$ cat src/hdl/panel_pkg.sv
// constants, codes and carrier types for the front panel program selector
// assumes a 25 MHz system clock and an AXI4-Lite register master
package panel_pkg;
  // ****************************************************************
  // timing
  // ****************************************************************
  localparam int CLK_HZ = 25_000_000;
  localparam int MSG_MS = 500;
  localparam int MSG_CYCLES = CLK_HZ / 1000 * MSG_MS;
  localparam int DEBOUNCE_US = 5000;
  localparam int DEBOUNCE_CYCLES = CLK_HZ / 1_000_000 * DEBOUNCE_US;
  localparam int CNT_W = 24;
  // ****************************************************************
  // keys and programs
  // ****************************************************************
  localparam logic [3:0] KEY_DIGIT_MAX = 4'h9;
  localparam logic [3:0] KEY_MINUS = 4'hA;
  localparam logic [3:0] KEY_PROGRAM = 4'hB;
  localparam logic [3:0] KEY_COMMIT = 4'hC;
  localparam logic [3:0] KEY_RECALL = 4'hD;
  localparam logic [3:0] PROG_CLEAR = 4'h0;
  localparam logic [3:0] PROG_RES = 4'h1;
  localparam logic [3:0] PROG_FILTER = 4'h2;
  localparam logic [3:0] PROG_EXCL_LO = 4'h3;
  localparam logic [3:0] PROG_EXCL_HI = 4'h7;
  localparam logic [3:0] PROG_MAX = 4'h8;
  localparam logic [3:0] LEAD_MAX = 4'h1;
  localparam int DIGITS = 7;
  localparam int NUM_CONST = 6;
  localparam logic [2:0] LAST_POS_LO = 3'h5;
  localparam logic [2:0] LAST_POS_HI = 3'h6;
  // ****************************************************************
  // register map
  // ****************************************************************
  localparam logic [7:0] REG_STATUS = 8'h00;
  localparam logic [7:0] REG_CONTROL = 8'h04;
  localparam logic [7:0] REG_CONST_DATA = 8'h08;
  localparam logic [1:0] RESP_OKAY = 2'h0;
  localparam logic [1:0] RESP_SLVERR = 2'h2;
  // ****************************************************************
  // types
  // ****************************************************************
  typedef enum logic [1:0] {
    MODE_IDLE = 2'b00,
    MODE_PROMPT = 2'b01,
    MODE_EDIT = 2'b10
  } mode_type;
  typedef enum logic [2:0] {
    MSG_NONE = 3'b000,
    MSG_PROMPT = 3'b001,
    MSG_PROGNUM = 3'b010,
    MSG_CLEAR = 3'b011,
    MSG_ERROR = 3'b100,
    MSG_BUSY = 3'b101
  } msg_type;
  typedef struct packed {
    logic neg;
    logic [DIGITS-1:0][3:0] dig;
  } const_type;
  localparam const_type CONST_ONE = '{neg: 1'b0, dig: {4'h1, 24'h000000}};
  typedef struct packed {
    logic [21:0] pad;
    logic remoteLit;
    logic lamp;
    logic filterOn;
    logic resHigh;
    mode_type mode;
    logic [3:0] activeProg;
  } status_type;
  typedef struct packed {
    logic [27:0] pad;
    logic [2:0] constSel;
    logic keyEnable;
  } control_type;
  localparam logic [31:0] CONTROL_RESET = 32'h00000001;
  typedef struct packed {
    msg_type msg;
    logic [3:0] msgNum;
    logic editActive;
    logic [2:0] cursor;
    const_type editValue;
    logic lamp;
    logic remoteLit;
    logic resHigh;
    logic filterOn;
    logic [3:0] activeProg;
  } display_type;
  typedef struct packed {
    logic awvalid;
    logic [7:0] awaddr;
    logic wvalid;
    logic [31:0] wdata;
    logic [3:0] wstrb;
    logic bready;
    logic arvalid;
    logic [7:0] araddr;
    logic rready;
  } axi_in_type;
  typedef struct packed {
    logic awready;
    logic wready;
    logic bvalid;
    logic [1:0] bresp;
    logic arready;
    logic rvalid;
    logic [31:0] rdata;
    logic [1:0] rresp;
  } axi_out_type;
endpackage

$ cat src/hdl/front_panel_program_selector.sv
// front panel program selector: key decode, program state, constant editor
// assumes a keypad on pins, bus remote events on clk, AXI4-Lite registers
//
// What this block does
// - nine programs, numbered zero through eight
// - program key then digit starts program
// - program zero cancels 3-7, keeps 1-2
// - resolution and filter toggles run alongside
// - programs 3-7 exclusive, newest replaces old
// - new selection allowed without prior clear
// - invalid program number shows error
// - separate constant storage for programs 3, 4, 6 and 7, reset defaults
// - digit written at cursor, cursor moves right
// - leading digit only zero or one
// - invalid editing keys discarded, cursor stays
// - minus key toggles constant sign
// - past last digit cursor wraps left
// - constant stored only on commit key
// - five or six digits after leading
// - remote enable ends programs 3-7 only
// - prompt until digit, invalid shows error
// - 3-7 lock panel keys, busy message
// - program lamp lit while 3-7 run
// - remote lit ignores program key until restore
// - starting 3-7 holds present range
// - program zero shows number then clear
// - power-up selects lower resolution mode
`timescale 1ns/100ps
module front_panel_program_selector #(
  parameter int MSG_CYCLES = panel_pkg::MSG_CYCLES,
  parameter int DEBOUNCE_CYCLES = panel_pkg::DEBOUNCE_CYCLES
) (
  input wire logic clk,
  input wire logic reset_n,
  input wire logic keyDownPin,
  input wire logic [3:0] keyCodePin,
  input wire logic remoteEnable,
  input wire logic goToLocal,
  input wire logic deviceClear,
  input wire panel_pkg::axi_in_type axiIn,
  output panel_pkg::axi_out_type axiOut,
  output panel_pkg::display_type display,
  output logic panelKeyPulse,
  output logic [3:0] panelKeyCode,
  output logic holdRangePulse
);
  import panel_pkg::*;

  // ****************************************************************
  // state
  // ****************************************************************
  typedef struct packed {
    logic [2:0] syncDown;
    logic [2:0][3:0] syncCode;
    logic keyDownDb;
    logic [CNT_W-1:0] dbCnt;
    logic keyEv;
    logic [3:0] keyCode;
    mode_type mode;
    logic [3:0] activeProg;
    logic resHigh;
    logic filterOn;
    logic lamp;
    logic holdRange;
    logic remoteLit;
    logic gtlSeen;
    msg_type msg;
    logic [3:0] msgNum;
    logic [CNT_W-1:0] msgCnt;
    logic clearPending;
    logic [NUM_CONST-1:0][$bits(const_type)-1:0] konst;
    const_type edit;
    logic [2:0] cursor;
    logic [2:0] entered;
    logic [2:0] slot;
    logic [2:0] slotLast;
    logic panelKey;
    logic [3:0] panelCode;
    control_type control;
    axi_out_type bus;
    logic editActive;
  } st_type;
  st_type q;
  st_type d;
  logic act;
  logic isDigit;
  logic [2:0] lastPos;
  logic [CNT_W-1:0] msgLoad;
  logic [CNT_W-1:0] dbLast;
  assign act = q.keyEv & q.control.keyEnable;
  assign isDigit = q.keyCode <= KEY_DIGIT_MAX;
  assign lastPos = q.resHigh ? LAST_POS_HI : LAST_POS_LO;
  assign msgLoad = CNT_W'(MSG_CYCLES - 1);
  assign dbLast = CNT_W'(DEBOUNCE_CYCLES - 1);

  // ****************************************************************
  // next state
  // ****************************************************************
  always_comb begin
    logic [3:0] base;
    d = q;
    base = 4'h0;
    d.keyEv = 1'b0;
    d.panelKey = 1'b0;
    d.holdRange = 1'b0;

    // key synchronise and debounce
    d.syncDown = {q.syncDown[1:0], keyDownPin};
    d.syncCode = {q.syncCode[1:0], keyCodePin};
    if (q.syncDown[1] == q.syncDown[2] && q.syncDown[2] != q.keyDownDb) begin
      if (q.dbCnt == dbLast) begin
        d.dbCnt = '0;
        d.keyDownDb = q.syncDown[2];
        d.keyEv = q.syncDown[2];
        d.keyCode = q.syncCode[2];
      end else begin
        d.dbCnt = q.dbCnt + 1'b1;
      end
    end else begin
      d.dbCnt = '0;
    end

    // message timer
    if (q.msgCnt != '0) begin
      d.msgCnt = q.msgCnt - 1'b1;
    end else if (q.clearPending) begin
      d.msg = MSG_CLEAR;
      d.msgCnt = msgLoad;
      d.clearPending = 1'b0;
    end else if (q.msg != MSG_PROMPT) begin
      d.msg = MSG_NONE;
    end

    // key interpretation
    if (act) begin
      case (q.mode)
        MODE_IDLE: begin
          if (q.keyCode == KEY_PROGRAM) begin
            if (!q.remoteLit) begin
              d.mode = MODE_PROMPT;
              d.msg = MSG_PROMPT;
              d.msgCnt = '0;
              d.clearPending = 1'b0;
            end
          end else if (q.activeProg != PROG_CLEAR) begin
            if (q.keyCode == KEY_RECALL) begin
              d.mode = MODE_EDIT;
              d.slot = q.slot - (q.slot - q.slotLast) - (q.slotLast - q.slot);
            end else begin
              d.msg = MSG_BUSY;
              d.msgCnt = msgLoad;
            end
          end else if (isDigit) begin
            d.panelKey = 1'b1;
            d.panelCode = q.keyCode;
          end
        end
        MODE_PROMPT: begin
          d.mode = MODE_IDLE;
          d.msgCnt = msgLoad;
          if (!isDigit || q.keyCode > PROG_MAX) begin
            d.msg = MSG_ERROR;
          end else begin
            d.msg = MSG_PROGNUM;
            d.msgNum = q.keyCode;
            if (q.keyCode == PROG_CLEAR) begin
              d.activeProg = PROG_CLEAR;
              d.lamp = 1'b0;
              d.clearPending = 1'b1;
            end else if (q.keyCode == PROG_RES) begin
              d.resHigh = !q.resHigh;
            end else if (q.keyCode == PROG_FILTER) begin
              d.filterOn = !q.filterOn;
            end else if (q.keyCode <= PROG_EXCL_HI) begin
              d.activeProg = q.keyCode;
              d.lamp = 1'b1;
              d.holdRange = 1'b1;
              case (q.keyCode)
                4'h3: {base, d.slotLast} = {4'h0, 3'h1};
                4'h4: {base, d.slotLast} = {4'h2, 3'h2};
                4'h6: {base, d.slotLast} = {4'h3, 3'h4};
                4'h7: {base, d.slotLast} = {4'h5, 3'h5};
                default: {base, d.slotLast} = {4'hF, 3'h0};
              endcase
              if (base != 4'hF) begin
                d.mode = MODE_EDIT;
                d.slot = base[2:0];
              end
            end
          end
        end
        MODE_EDIT: begin
          if (q.keyCode == KEY_PROGRAM) begin
            if (!q.remoteLit) begin
              d.mode = MODE_PROMPT;
              d.msg = MSG_PROMPT;
              d.msgCnt = '0;
            end
          end else if (q.keyCode == KEY_MINUS) begin
            d.edit.neg = !q.edit.neg;
          end else if (q.keyCode == KEY_COMMIT) begin
            for (int i = 0; i < DIGITS; i++) begin
              if (q.entered != '0 && 3'(i) >= q.entered) begin
                d.edit.dig[DIGITS-1-i] = 4'h0;
              end
            end
            d.konst[q.slot] = d.edit;
            if (q.slot != q.slotLast) begin
              d.slot = q.slot + 1'b1;
            end else begin
              d.mode = MODE_IDLE;
            end
          end else if (isDigit && !(q.cursor == '0 && q.keyCode > LEAD_MAX)) begin
            d.edit.dig[3'(DIGITS-1) - q.cursor] = q.keyCode;
            if (q.cursor == lastPos) begin
              d.cursor = '0;
              d.entered = 3'(DIGITS);
            end else begin
              d.cursor = q.cursor + 1'b1;
              if (q.entered <= q.cursor) begin
                d.entered = q.cursor + 1'b1;
              end
            end
          end
        end
        default: begin
          d.mode = MODE_IDLE;
        end
      endcase
    end

    // load the editor whenever a new constant slot opens
    if (d.mode == MODE_EDIT && (q.mode != MODE_EDIT || d.slot != q.slot)) begin
      d.edit = d.konst[d.slot];
      d.cursor = '0;
      d.entered = '0;
    end

    // remote events from the instrument bus
    if (remoteEnable) begin
      d.remoteLit = 1'b1;
      d.gtlSeen = 1'b0;
      if (d.activeProg >= PROG_EXCL_LO && d.activeProg <= PROG_EXCL_HI) begin
        d.activeProg = PROG_CLEAR;
        d.lamp = 1'b0;
      end
      d.mode = MODE_IDLE;
    end else if (goToLocal) begin
      d.gtlSeen = 1'b1;
    end else if (deviceClear && q.gtlSeen) begin
      d.remoteLit = 1'b0;
      d.gtlSeen = 1'b0;
    end

    d.editActive = d.mode == MODE_EDIT;
    // register bus
    if (q.bus.awready) begin
      d.bus.awready = 1'b0;
      d.bus.wready = 1'b0;
      d.bus.bvalid = 1'b1;
      d.bus.bresp = RESP_OKAY;
      case (axiIn.awaddr)
        REG_CONTROL: begin
          if (axiIn.wstrb[0]) begin
            d.control = control_type'({24'h000000, axiIn.wdata[7:0]} & CONTROL_RESET | 
              {28'h0000000, axiIn.wdata[3:0]});
          end
        end
        REG_STATUS, REG_CONST_DATA: begin
          d.bus.bresp = RESP_OKAY;
        end
        default: begin
          d.bus.bresp = RESP_SLVERR;
        end
      endcase
    end else if (!q.bus.bvalid && axiIn.awvalid && axiIn.wvalid) begin
      d.bus.awready = 1'b1;
      d.bus.wready = 1'b1;
    end
    if (q.bus.bvalid && axiIn.bready) begin
      d.bus.bvalid = 1'b0;
    end
    if (q.bus.arready) begin
      d.bus.arready = 1'b0;
      d.bus.rvalid = 1'b1;
      d.bus.rresp = RESP_OKAY;
      case (axiIn.araddr)
        REG_STATUS: begin
          d.bus.rdata = status_type'({22'h000000, q.remoteLit, q.lamp, q.filterOn,
            q.resHigh, q.mode, q.activeProg});
        end
        REG_CONTROL: begin
          d.bus.rdata = q.control;
        end
        REG_CONST_DATA: begin
          d.bus.rdata = '0;
          if (q.control.constSel < 3'(NUM_CONST)) begin
            d.bus.rdata = 32'(q.konst[q.control.constSel]);
          end
        end
        default: begin
          d.bus.rdata = '0;
          d.bus.rresp = RESP_SLVERR;
        end
      endcase
    end else if (!q.bus.rvalid && axiIn.arvalid) begin
      d.bus.arready = 1'b1;
    end
    if (q.bus.rvalid && axiIn.rready) begin
      d.bus.rvalid = 1'b0;
    end
  end

  // ****************************************************************
  // registers
  // ****************************************************************
  always_ff @(posedge clk or negedge reset_n) begin
    if (!reset_n) begin
      q <= '0;
      q.resHigh <= 1'b0;
      q.control <= control_type'(CONTROL_RESET);
      q.konst[0] <= CONST_ONE;
    end else begin
      q <= d;
    end
  end

  // ****************************************************************
  // outputs
  // ****************************************************************
  assign axiOut = q.bus;
  assign panelKeyPulse = q.panelKey;
  assign panelKeyCode = q.panelCode;
  assign holdRangePulse = q.holdRange;
  assign display = '{msg: q.msg, msgNum: q.msgNum, editActive: q.editActive,
    cursor: q.cursor, editValue: q.edit, lamp: q.lamp, remoteLit: q.remoteLit,
    resHigh: q.resHigh, filterOn: q.filterOn, activeProg: q.activeProg};
endmodule

$ cat config.mk
export PLATFORM = sky130hd
export DESIGN_NAME = front_panel_program_selector
export DESIGN_NICKNAME = d
export VERILOG_FILES = /design/src/hdl/panel_pkg.sv /design/src/hdl/front_panel_program_selector.sv
export SDC_FILE = /design/constraint.sdc
export NUM_CORES = 1
export LEC_CHECK = 0
export BUFFER_PORTS_ARGS = -buffer_cell sky130_fd_sc_hd__buf_2
export CORE_MARGIN = 1
export CORE_UTILIZATION = 45
export CTS_CLUSTER_SIZE = 24
export DETAILED_ROUTE_END_ITERATION = 8
export SLEW_MARGIN = 20
export SYNTH_ARGS = -nofsm -noshare
export SYNTH_HDL_FRONTEND = slang
export SYNTH_SLANG_ARGS = --single-unit
$ cat constraint.sdc
create_clock -name clk -period 4.8 [get_ports clk]
set_input_delay 0 -clock clk [delete_from_list [all_inputs] [get_ports clk]]
set_output_delay 0 -clock clk [all_outputs]
set_load 0.01 [all_outputs]
==> summary by stage <==
Critical path
The type of the setup path with the least slack is register to register. The reg-to-reg endpoint is display[20]. The arrival time at the worst endpoint is about 4.5 ns. Across all register-to-register paths, the minimum setup slack is 0.73 ns. Along the worst path, the maximum fanout reaches 22. The worst register-to-register path begins at q[82]. The startpoint of the worst setup timing path is q[82]. In this run the worst setup path terminates at display[20]. For the worst setup path, the data required time is 5.27 ns. The number of cells on the worst reg-to-reg path is 14. The worst setup path is captured at a register. The startpoint type of the worst setup path is a register.

Yosys
dfrtp_1 takes more of the synthesized area than any other cell. After synthesis the cells add up to 18680 sq um. Of the post-synthesis cell area, the dominant cell type holds 0.4663. The synthesized flop and latch total is 350.

Ranked by total cell area, the synthesized netlist is headed by dfrtp_1 (47%), o21ai_0 (6.5%), nand2_1 (5.5%). The distinct cell type count after synthesis is 86. The Yosys step of the flow raised 0 warnings.

The most used flip-flop cell after synthesis is dfrtp_1. The share of the Yosys chip area taken by registers is 0.4691. Counting flops with an async set or reset pin after synthesis yields a share of 1.000. The cell count after synthesis came out at 1992. In this run, synthesis inferred 0 flip-flops with an integrated enable. The post-synthesis average cell area is around 9.4 sq um.

Clock tree
Clock tree synthesis selected as its root buffer the cell clkbuf_16. For this design, the sink count on the clock tree is 350. In this run, post-CTS hold repair placed 24 buffers. CTS built an H-tree with a depth of 2. The total CTS buffers is between 40 and 50. The clock insertion delay at the later pin of the skew report is ~0.57 ns.

After clock tree synthesis, the repair step resized 0 gates. After clock tree synthesis, the clock-pin slew on the worst setup and hold paths is approximately 0.060 ns. The clock tree from TritonCTS is yes. Post-CTS timing repair inserted 0 buffers for setup. The maximum buffer depth of the clock tree is 3.

Floorplan
The overall die area is around 42000 sq um. The chip width is ~210 um. For this configuration, the core starts out at a cell density of 0.4564. In this run the vertical extent of the chip is 205.7 um. After floorplanning, the core was divided into 74 placement rows. The core outline area is a little over 40000 sq um. The boundary pin count is around 160.

Timing
The clock arrives with ~0.021 ns of skew. The headroom to the max-slew limit is 0.2919. The fraction of the cycle the final worst path needs is 0.8469. After routing, the total negative slack on setup checks comes to 0 ns. Setup repair after global routing left no endpoint under its margin. The worst-margin pin slew is between 1 and 1.5 ns. Setup violations remaining at the end of the flow were counted as 0. The achievable clock frequency is approximately 250 MHz. The count of pins over their slew limit came to 0. Hold is met by about 0.065 ns.

The time the worst path needs with I/O delays and setup is 4.065 ns. The final-report hold violation count is 0.

Final layout
The layout overhead on the synthesized area is 11.10%. Once layout is complete, the utilization of the core stands at 0.5070. 0 antenna diodes ended up in the layout.

For this run, the post-layout net count is between 2000 and 2500. The count of fill cells added during filler insertion is between 3000 and 4000. Once layout is done, the placed cells without fillers occupy 20750 sq um. The layout cell share with drive strength beyond 1 is 0.1627.

Pwr
The internal portion of the total power is 4970 uW. The power per standard cell area is 310.2 nW/um^2. The clock power share is 0.485. The power dissipated by switching net loads is between 1000 and 1500 uW. The leakage component of the power is 0.009066 uW.

Of the total power, the share spent switching nets is 0.2279. The portion of total power attributed to sequential cells is 0.473. The worst ir drop on vdd is between 0.0002 and 0.00025 V. Total power for the finished layout comes to about 6400 uW.

Of the total power, combinational logic draws 0.043.

Run
The tool flagged a number of max-cap violations equal to 0.

Placed design
The total of buffers placed on input and output ports is ~130. Once detailed placement completed, the half-perimeter wirelength came to 34770 um. The cell area reported after detailed placement is between 15000 and 20000 sq um. Routability-driven placement finished with a final weighted congestion of between 0.8 and 0.9.

Min path
The startpoint of the most critical hold path is axiIn[55]. The worst hold path belongs to the class input pin to register.

Routing
Wire segments on met3 add up to 3753 um in the final route. In this run the remaining antenna-violating nets after routing total 0. In the detailed route, the total length drawn on met2 is 25260 um.

After detailed routing, the number of remaining DRC violations is 0. After detailed routing, the number of vias per cell comes to between 5 and 6. The final layout contains routed wiring with a total length of 55590 um.

The detailed router put a total of between 20000 and 25000 um of wire on met1. The iteration count of the initial detailed-routing pass is 5. The total number of vias is ~15000. The starting DRC count in detailed routing is roughly 1200. In the final routed layout, each cell accounts on average for 21.61 um. The highest signal layer in the routed design is met4.

Global route
Entering global routing, the biggest net connects 138 pins. The number of global-route vias before repair came to ~15000. The total overflow left after global routing is 0.

The number of antenna violations at the first check in global routing is 0. In the global route stage, overall resource usage came out at 0.2687. The first global-routing pass estimated just under 90000 um of wire.

Run status
The flow ran to the end, and the final reports show no timing, DRC or antenna violations.
==> cells by family after synthesis <==
kind of cell	after synthesis	share of synthesized area
and+or+nand+nor	669	0.1605
AOI/OAI and AO/OA	543	0.1803
DFF	350	0.4691
buffers and inverters	249	0.07088
muxes	124	0.08870
xor gates and xnor gates	40	0.01876
adders and majority gates	16	0.01152
other	1	0.0002008
==> Yosys cell counts, drive strengths merged, types with 6 or more instances <==
master,number
mux4,29
nor4,11
nand3,25
o21ai,257
xor2,23
a21o,19
a22oi,7
buf,127
o32a,7
nand2,275
mux2,42
or3,10
a31oi,31
a2bb2oi,12
and2,8
or2,8
xnor2,17
nor3,61
nand2b,17
o221ai,7
a2111oi,12
o2bb2ai,25
nand4,11
o211ai,6
clkbuf,91
ha,14
nor2,193
o22ai,20
mux2i,53
inv,30
dfrtp,348
and3,12
o21a,8
a21oi,82
nor2b,9
==> power by group through the flow <==
stage	clock, uW	combinational [uW]	sequential [uW]
after CTS	3190	280	3040
after global routing	3300	308	3050
after detailed placement	0	263	3100
after global placement	0	261	3090
after floorplan	0	167	3070
final	3120	275	3040
==> flip-flops by register name (all words and copies together), names as in the netlist <==
name / count
q: 250
display: 48
axiOut: 36
d: 10
panelKeyCode: 4
holdRangePulse: 1
panelKeyPulse: 1
==> worst min-delay path by stage <==
stage	endpoint	cells after the start
after floorplan	axiOut[10]	0
after global placement	d[381]	1
after detailed placement	d[373]	1
after CTS	q[42]	4
after global routing	q[42]	4
final	q[42]	4
==> per-stage QoR <==
step / std cells / setup WS [ns]
floorplan: 1996 / 1.214
global placement: 2476 / 0.8403
detailed placement: 2476 / 0.7751
CTS: 2572 / 0.7555
global route: 2572 / 0.5501
finish: 2572 / 0.7347
==> placed cells by master, fill, tap and decap left out, types with 7 or more instances in the layout <==
cell type and instances:
a2111oi_0 12, a21o_1 19, a21oi_1 80, a2bb2oi_1 12
a31oi_1 29, and2_1 8, and3_1 12, buf_2 124
buf_4 38, clkbuf_1 8, clkbuf_16 43, clkbuf_8 9
clkinv_2 8, dfrtp_1 347, dlygate4sd3_1 24, ha_1 14
inv_1 28, mux2_2 39, mux2i_1 53, mux4_2 29
nand2_1 275, nand2b_1 16, nand3_1 23, nand4_1 11
nor2_1 192, nor2b_1 9, nor3_1 61, nor4_1 9
o21a_1 8, o21ai_0 242, o21ai_1 13, o221ai_1 7
o22ai_1 20, o2bb2ai_1 25, o32a_1 7, or2_2 7
or3_1 10, xnor2_1 17, xor2_1 23
==> final cells by class <==
type | count | area [sq um] | share of cell area
clock buffer | 60 | 1230 | 0.05927
clock inverter | 12 | 116.4 | 0.005608
inverter | 31 | 116.4 | 0.005608
multi-input combinational | 1397 | 8636 | 0.4162
sequential | 350 | 8765 | 0.4224
tap | 532 | 665.6 | 0.03208
timing repair buffer | 190 | 1221 | 0.05885
==> worst max-delay path, stage by stage, from the launching register on <==
cell	delay, ns
dfrtp_1	0.51
inv_1	0.23
ha_1	0.23
nor2_1	0.14
fa_1	0.43
inv_1	0.08
fa_1	0.40
nand3_1	0.08
a21oi_1	0.10
o31ai_4	0.41
buf_4	0.35
nand4_1	0.19
buf_4	0.28
o32a_1	0.39
a31oi_1	0.16
==> routing by layer <==
layer	vias to the layer above	track usage
met2	486	0.4209
met1	7527	0.3682
met5	-	0
met4	0	0.1026
li1	7033	-
met3	121	0.05068
Power figures use the tool's default switching activity.
